<file path="src/rtl/stpatt_pkg.sv">
// package: constants for the step attenuator control block
package stpatt_pkg;
    // ------------------------------------------------------------------
    // widths and modes
    // ------------------------------------------------------------------
    localparam int unsigned CODE_BITS       = 6;
    localparam logic [5:0]  ZERO_DB_CODE    = 6'h00;
    localparam logic [5:0]  RESET_CODE      = 6'h00;
    // ------------------------------------------------------------------
    // timing
    // ------------------------------------------------------------------
    localparam int unsigned CLK_PERIOD_PS   = 25000;
    localparam int unsigned SETTLE_NS       = 400;
    localparam int unsigned SETTLE_CYCLES   = (SETTLE_NS * 1000) / CLK_PERIOD_PS;
    localparam logic [4:0]  SETTLE_CNT      = 5'(SETTLE_CYCLES);
    localparam logic [2:0]  SYNC_RST        = 3'h0;

    typedef enum logic [1:0] {
        STPATT_IF_SERIAL,
        STPATT_IF_PARALLEL
    } stpatt_if_t;
endpackage : stpatt_pkg

</file>
<file path="src/rtl/stpatt_ctrl.sv">
// control logic of a digital step attenuator: serial and parallel entry
`timescale 1ns/1ps
// Notes on behaviour
// - serial data bits shift into an internal register on rising shift clock edges
// - strobe high after shifting applies the shifted code to attenuation
// - strobe low holds the attenuation and ignores shift register changes
// - six-bit model takes exactly six bits per update
// - latched parallel: strobe low while lines change, high applies, low latches
// - direct parallel: strobe held high, attenuation follows code lines at once
// - attenuation undefined during a transition; settling flag marks it
// - serial models take start-up attenuation from strap pins
// - all straps low gives 0 dB start state
// - each strap tied high adds its weight to the start code
// - variants without start-up provision always start at 0 dB
module stpatt_ctrl #(
    parameter int unsigned BITS        = stpatt_pkg::CODE_BITS,
    parameter bit          HAS_STARTUP = 1'b1
) (
    input  wire logic            mclk,
    input  wire logic            rstn,
    input  wire logic            parallel_mode,
    input  wire logic            serial_clk,
    input  wire logic            serial_data,
    input  wire logic            update_strobe,
    input  wire logic [BITS-1:0] par_code,
    input  wire logic [BITS-1:0] startup_code,
    output logic      [BITS-1:0] atten_code,
    output logic      [BITS-1:0] shift_code,
    output logic                 settling
);
    // ------------------------------------------------------------------
    // pin synchronisers
    // ------------------------------------------------------------------
    localparam int unsigned SW = BITS + 3;
    logic [SW-1:0] pins_s;

    stpatt_sync #(.W(SW)) u_sync (
        .mclk (mclk),
        .rstn (rstn),
        .din  ({serial_clk, serial_data, update_strobe, par_code}),
        .dout (pins_s)
    );

    logic            sclk_s;
    logic            sdat_s;
    logic            strobe_s;
    logic [BITS-1:0] par_s;
    assign sclk_s   = pins_s[SW-1];
    assign sdat_s   = pins_s[SW-2];
    assign strobe_s = pins_s[SW-3];
    assign par_s    = pins_s[BITS-1:0];

    // ------------------------------------------------------------------
    // state
    // ------------------------------------------------------------------
    logic            sclk_d_ff;
    logic            nxt_sclk_d;
    logic            sclk_rise;
    logic [BITS-1:0] shift_ff;
    logic [BITS-1:0] nxt_shift;
    logic            init_ff;
    logic            nxt_init;
    logic [BITS-1:0] start_val;
    logic [BITS-1:0] target;
    logic            apply;
    logic [BITS-1:0] atten_ff;
    logic [BITS-1:0] nxt_atten;
    logic [4:0]      settle_ff;
    logic [4:0]      nxt_settle;
    logic            settling_ff;
    logic            nxt_settling;

    // ------------------------------------------------------------------
    // serial shift register
    // ------------------------------------------------------------------
    // the edge detector resets to the idle low level of the shift clock,
    // so releasing reset with the shift clock at its idle low level never looks like a shift clock edge
    always_comb begin
        nxt_sclk_d = sclk_s;
        sclk_rise  = sclk_s && !sclk_d_ff && !parallel_mode;
        nxt_shift  = shift_ff;
        if (sclk_rise) begin
            nxt_shift = {shift_ff[BITS-2:0], sdat_s};
        end
        if (!rstn) begin
            nxt_sclk_d = 1'b0;
            nxt_shift  = stpatt_pkg::RESET_CODE[BITS-1:0];
        end
    end

    always_ff @(posedge mclk) begin
        sclk_d_ff <= nxt_sclk_d;
        shift_ff  <= nxt_shift;
    end

    // ------------------------------------------------------------------
    // applied attenuation code
    // ------------------------------------------------------------------
    // straps are caught in the first cycle after reset release, not under
    // reset, so they only need to be settled by the end of reset
    always_comb begin
        if (HAS_STARTUP) begin
            start_val = startup_code;
        end else begin
            start_val = stpatt_pkg::ZERO_DB_CODE[BITS-1:0];
        end
        target    = parallel_mode ? par_s : shift_ff;
        // strobe low: only the start-up load or reset updates the applied code
        apply     = init_ff && strobe_s && (target != atten_ff);
        nxt_init  = 1'b1;
        nxt_atten = atten_ff;
        if (!init_ff) begin
            nxt_atten = start_val;
        end else if (apply) begin
            nxt_atten = target;
        end
        if (!rstn) begin
            nxt_init  = 1'b0;
            nxt_atten = stpatt_pkg::ZERO_DB_CODE[BITS-1:0];
        end
    end

    always_ff @(posedge mclk) begin
        init_ff  <= nxt_init;
        atten_ff <= nxt_atten;
    end

    // ------------------------------------------------------------------
    // settle window
    // ------------------------------------------------------------------
    // every apply restarts the window; the code itself is never delayed, the
    // flag only tells monitoring logic not to trust the output yet
    always_comb begin
        nxt_settle = settle_ff;
        if (apply) begin
            nxt_settle = stpatt_pkg::SETTLE_CNT;
        end else if (settle_ff != 5'h00) begin
            nxt_settle = settle_ff - 5'h01;
        end
        nxt_settling = (nxt_settle != 5'h00);
        if (!rstn) begin
            nxt_settle   = 5'h00;
            nxt_settling = 1'b0;
        end
    end

    always_ff @(posedge mclk) begin
        settle_ff   <= nxt_settle;
        settling_ff <= nxt_settling;
    end

    // ------------------------------------------------------------------
    // outputs
    // ------------------------------------------------------------------
    assign atten_code = atten_ff;
    assign shift_code = shift_ff;
    assign settling   = settling_ff;

    // ------------------------------------------------------------------
    // checks
    // ------------------------------------------------------------------
    // start-up load is not a transition: the settle flag is only owed once
    // init has been set for a full cycle
    hold_low_a: assert property (@(posedge mclk) disable iff (!rstn)
        (init_ff && !strobe_s) |=> $stable(atten_ff))
        else $error("attenuation changed with strobe low");

    apply_high_a: assert property (@(posedge mclk) disable iff (!rstn)
        (init_ff && strobe_s && !parallel_mode && !sclk_rise) |=> atten_ff == shift_ff)
        else $error("shifted code not applied");

    shift_in_a: assert property (@(posedge mclk) disable iff (!rstn)
        sclk_rise |=> shift_ff[0] == $past(sdat_s))
        else $error("serial bit not shifted");

    shift_order_a: assert property (@(posedge mclk) disable iff (!rstn)
        sclk_rise |=> shift_ff[BITS-1:1] == $past(shift_ff[BITS-2:0]))
        else $error("older bits not moved up");

    serial_refuse_a: assert property (@(posedge mclk) disable iff (!rstn)
        parallel_mode |=> $stable(shift_ff))
        else $error("serial bit taken in parallel mode");

    direct_follow_a: assert property (@(posedge mclk) disable iff (!rstn)
        (init_ff && strobe_s && parallel_mode) |=> atten_ff == $past(par_s))
        else $error("direct mode did not follow lines");

    par_hold_a: assert property (@(posedge mclk) disable iff (!rstn)
        (init_ff && parallel_mode && !strobe_s && $changed(par_s)) |=> $stable(atten_ff))
        else $error("parallel lines applied with strobe low");

    settle_flag_a: assert property (@(posedge mclk) disable iff (!rstn)
        (init_ff && $past(init_ff) && $changed(atten_ff)) |-> settling_ff)
        else $error("no settling flag on change");

    settle_load_a: assert property (@(posedge mclk) disable iff (!rstn)
        apply |=> (settling_ff && settle_ff == stpatt_pkg::SETTLE_CNT))
        else $error("settle window not started");

    settle_end_a: assert property (@(posedge mclk) disable iff (!rstn)
        (settle_ff == 5'h01 && !apply) |=> !settling_ff)
        else $error("settle window too long");

    startup_a: assert property (@(posedge mclk)
        (rstn && !init_ff) |=> atten_ff == (HAS_STARTUP ? $past(startup_code) : '0))
        else $error("wrong start-up code");

    zero_start_a: assert property (@(posedge mclk)
        (rstn && !init_ff && startup_code == '0) |=> atten_ff == '0)
        else $error("straps low did not give zero code");

    reset_clear_a: assert property (@(posedge mclk)
        !rstn |=> (atten_ff == '0 && !settling_ff))
        else $error("reset did not clear the code");
endmodule : stpatt_ctrl

</file>
<file path="src/rtl/stpatt_sync.sv">
// two-flop synchroniser for a bundle of pin inputs
`timescale 1ns/1ps
module stpatt_sync #(
    parameter int unsigned W = 1
) (
    input  wire logic         mclk,
    input  wire logic         rstn,
    input  wire logic [W-1:0] din,
    output logic      [W-1:0] dout
);
    logic [W-1:0] meta_ff;
    logic [W-1:0] nxt_meta;
    logic [W-1:0] sync_ff;
    logic [W-1:0] nxt_sync;

    always_comb begin
        nxt_meta = rstn ? din : '0;
        nxt_sync = rstn ? meta_ff : '0;
    end

    always_ff @(posedge mclk) begin
        meta_ff <= nxt_meta;
        sync_ff <= nxt_sync;
    end

    assign dout = sync_ff;
endmodule : stpatt_sync

</file>
<file path="config.mk">
export PLATFORM = sky130hd
export DESIGN_NAME = stpatt_ctrl
export DESIGN_NICKNAME = d
export VERILOG_FILES = /design/src/rtl/stpatt_pkg.sv /design/src/rtl/stpatt_ctrl.sv /design/src/rtl/stpatt_sync.sv
export SDC_FILE = /design/constraint.sdc
export NUM_CORES = 1
export LEC_CHECK = 0
export ABC_AREA = 1
export BUFFER_PORTS_ARGS = -buffer_cell sky130_fd_sc_hd__buf_2
export CAP_MARGIN = 25
export CORE_MARGIN = 2
export CORE_UTILIZATION = 48
export DETAILED_ROUTE_END_ITERATION = 10
export PLACE_DENSITY = 0.81
export SLEW_MARGIN = 20
export SYNTH_ARGS = -nofsm -noshare
export SYNTH_HDL_FRONTEND = slang
export SYNTH_HIERARCHICAL = 1
export SYNTH_SLANG_ARGS = --single-unit
</file>
<file path="constraint.sdc">
create_clock -name mclk -period 1.4 [get_ports mclk]
set_clock_uncertainty 0.1 [all_clocks]
set_input_delay 0.14 -clock mclk [delete_from_list [all_inputs] [get_ports mclk]]
set_output_delay 0.14 -clock mclk [all_outputs]
set_load 0.005 [all_outputs]
</file>
==> impl_metrics.yaml <==
outcome:
  status: "finished with violations"
  failed_checks: "setup timing"
sta:
  fin_crit_ns: 1.45
  finalHoldViolations: 0
  setup_violations: 9
  slew_headroom_pct: 74.1
  slew_viol_final: 0
  period_share_pct: 103
  grt_setup_unrepaired: "true"
  max_freq_mhz: 692
  postLayoutSetupSlackWorst_ns: -0.0458
  worst_slew_pin_slew_ns: 0.387
layout:
  diodes: 0
  final_layout_size_suffix_gt1_share_pct: 36.6
  mostFrequentLayoutCell: "nand2_1"
  register_area_um2: 779
  final_cell_mix: "50 x nand2_1, 35 x inv_1, 30 x buf_2, 27 x nor2_1, 25 x dfxtp_1"
  syn_to_final_growth_pct: 35.7
  final_nets: 303
  final_util_pct: 69.6
  design_area_mm2: 0.00218
  nFillCells: 229
  multiInputGateArea_um2: 709
synthesis:
  synth_top_area_share_pct: 47.4
  synth_area_mm2: 0.00161
  synth_cells: 224
  synth_mux_area_share_pct: 1.25
  synth_xor_area_share_pct: 1.09
  synth-simple-area-share_pct: 29.9
  ys_types: 18
  syn_avg_cell_area_um2: 7.17
  yosysSeqAreaShare_pct: 47.4
  syn_nets: 243
  synth_top_family_by_area: "simple AND/OR/NAND/NOR gates"
  synth-seq-cells: 38
  yosys-top-cells-area: "dfxtp_1 47%, nand2_1 13%, inv_1 9.1%, nor2_1 7.7%, nand2_2 4.7%"
  synth_top_area_cell: "dfxtp_1"
  yosys_warnings: 6
  synth_fa_ha_area_share_pct: 0.779
  synth_compound_area_share_pct: 5.61
routing:
  wl_per_cell_um: 10.5
  postRouteAntennaNets: 0
  drt_first_pass_iters: 4
  dr_total_vias: 1498
  drtIter0Drc: 94
  viasPerCell: 4.57
  wirelength_mm: 3.46
  drc: 0
placement:
  place_ws_ns: -0.130
  gp_congestion: 0.840
  port_buffers: 30
  placedInstanceArea_mm2: 0.00186
  hpwl_mm: 2.19
die:
  io_pins: 31
  fp.dieW_um: 61.8
  core_mm2: 0.00313
  chipHeight_um: 61.8
  rows: 20
  floorplan.die_area_mm2: 0.00382
  start_util_pct: 51.3
critical_path:
  reg2reg_from: "shift_code[5]"
  ff2ff_setup_slack_ns: -0.05
  worstSetupStartpoint: "shift_code[5]"
  required_ns: 1.54
  path_max_fanout: 5
  crit_type: "register to register"
  cp-end-kind: "register"
  cp-start-kind: "register"
  arrival_ns: 1.58
  worstSetupEndpoint: "settling"
  r2r_end: "settling"
  reg2reg_depth: 10
min_path:
  hp-start: "startup_code[2]"
  worstHoldPathType: "primary input to register"
  hold_path_depth: 5
clocking:
  cts.path.max_buffers: 2
  cts.sinks: 38
  h-tree-depth: 2
  clock_latency_ns: 0.35
  tritoncts: "done"
  numCtsBuffers: 5
  root_buffer: "clkbuf_4"
  path_clk_slew_ns: 0.11
global_route:
  grt_usage_pct: 20.5
  grt_pass1_vias: 1338
  grt_pass1_wl_mm: 5.59
  grt_overflow: 0
  antenna_found_initial: 0
  grt_max_degree: 29
power:
  ir_worst_vdd_uv: 794
  p_per_area_mw_per_mm2: 1340
  p_leak_nw: 1.20
job:
  drv_cap: 0
[worst min path at each step]
| stage | end | slack (ns) |
|---|---|---|
| 3_5_place_dp | u_sync/meta_ff[7] | 0.22 |
| 5_1_grt | atten_code[2] | 0.04 |
| 6_report | atten_code[2] | 0.04 |
| 3_3_place_gp | u_sync/meta_ff[4] | 0.22 |
| 2_1_floorplan | init_ff | 0.07 |
| 4_1_cts | atten_code[2] | 0.04 |
[sequential cells by signal, indices dropped and copies added (netlist names)]
| register | cells |
|---|---|
| u_sync/meta_ff | 9 |
| settle_ff | 5 |
| init_ff | 1 |
| u_sync/dout | 9 |
| sclk_d_ff | 1 |
| shift_code | 6 |
| atten_code | 6 |
| settling | 1 |
[synthesized netlist by cell type]
library cell,count
nor3_1,1
mux2i_1,2
clkbuf_1,3
nor2_1,33
inv_6,1
o21ai_0,11
nand3_1,11
dfxtp_1,38
nand2_1,57
clkinv_1,1
xor2_1,2
ha_1,1
nand2_2,12
nand3b_1,1
buf_12,1
a21oi_1,7
inv_1,39
buf_6,3
[power by group]
part	internal [mW]	switching, mW
clock	0.416	0.346
sequential	1.19	0.0601
combinational	0.443	0.469
[per-layer routing]
layer | track usage [%] | share of wire [%] | vias to the layer above
li1 | - | - | 785
met1 | 24.8 | 44 | 648
met2 | 33.7 | 49 | 61
met3 | 7.66 | 6.5 | 4
met4 | 6.99 | 1.1 | 0
met5 | 0 | 0 | -
[worst max-delay path: stages (launching register included)]
cell and delay, ns:
dfxtp_2 0.36, inv_2 0.06, nand2_1 0.06, nand3_1 0.07, nand2_1 0.06, nor2_2 0.13, nand3_2 0.12, nand2_4 0.13
nand3_1 0.09, nor2_1 0.11, nor2_1 0.05
[cells by family after synthesis]
group | after synthesis
simple gates | 115
buf+inv | 48
flops | 38
compound gates | 18
xor+xnor | 2
mux | 2
fa+ha+maj | 1
[area by class of cell]
cell class,count,area share [%]
clock buffers,6,2.35
inverters,41,7.29
well taps,44,2.53
multi-input cells,139,32.6
repair buffers,59,18.1
flip-flops and latches,38,35.8
clock inverters,1,1.38
[timing repair]
item                       4_1_cts  5_1_grt
hold buffers                     9        0
setup endpoints to repair        9       13
pin swaps                        7        6
hold endpoints to repair         9        0
gates cloned                     1        0
resized for setup               23       21
setup buffers                    2        3
[through the flow]
step / total power [mW] / hold WS (ns) / TNS (ns) / cells
after global placement: 1.95 / 0.220 / -0.379 / 306
final: 2.92 / 0.0366 / -0.161 / 328
after CTS: 2.89 / 0.0379 / 0 / 325
after floorplan: 1.73 / 0.0677 / 0 / 224
after detailed placement: 1.96 / 0.222 / -0.933 / 306
after global routing: 3.10 / 0.0443 / -1.07 / 328
(Power assumes the default switching activity.)
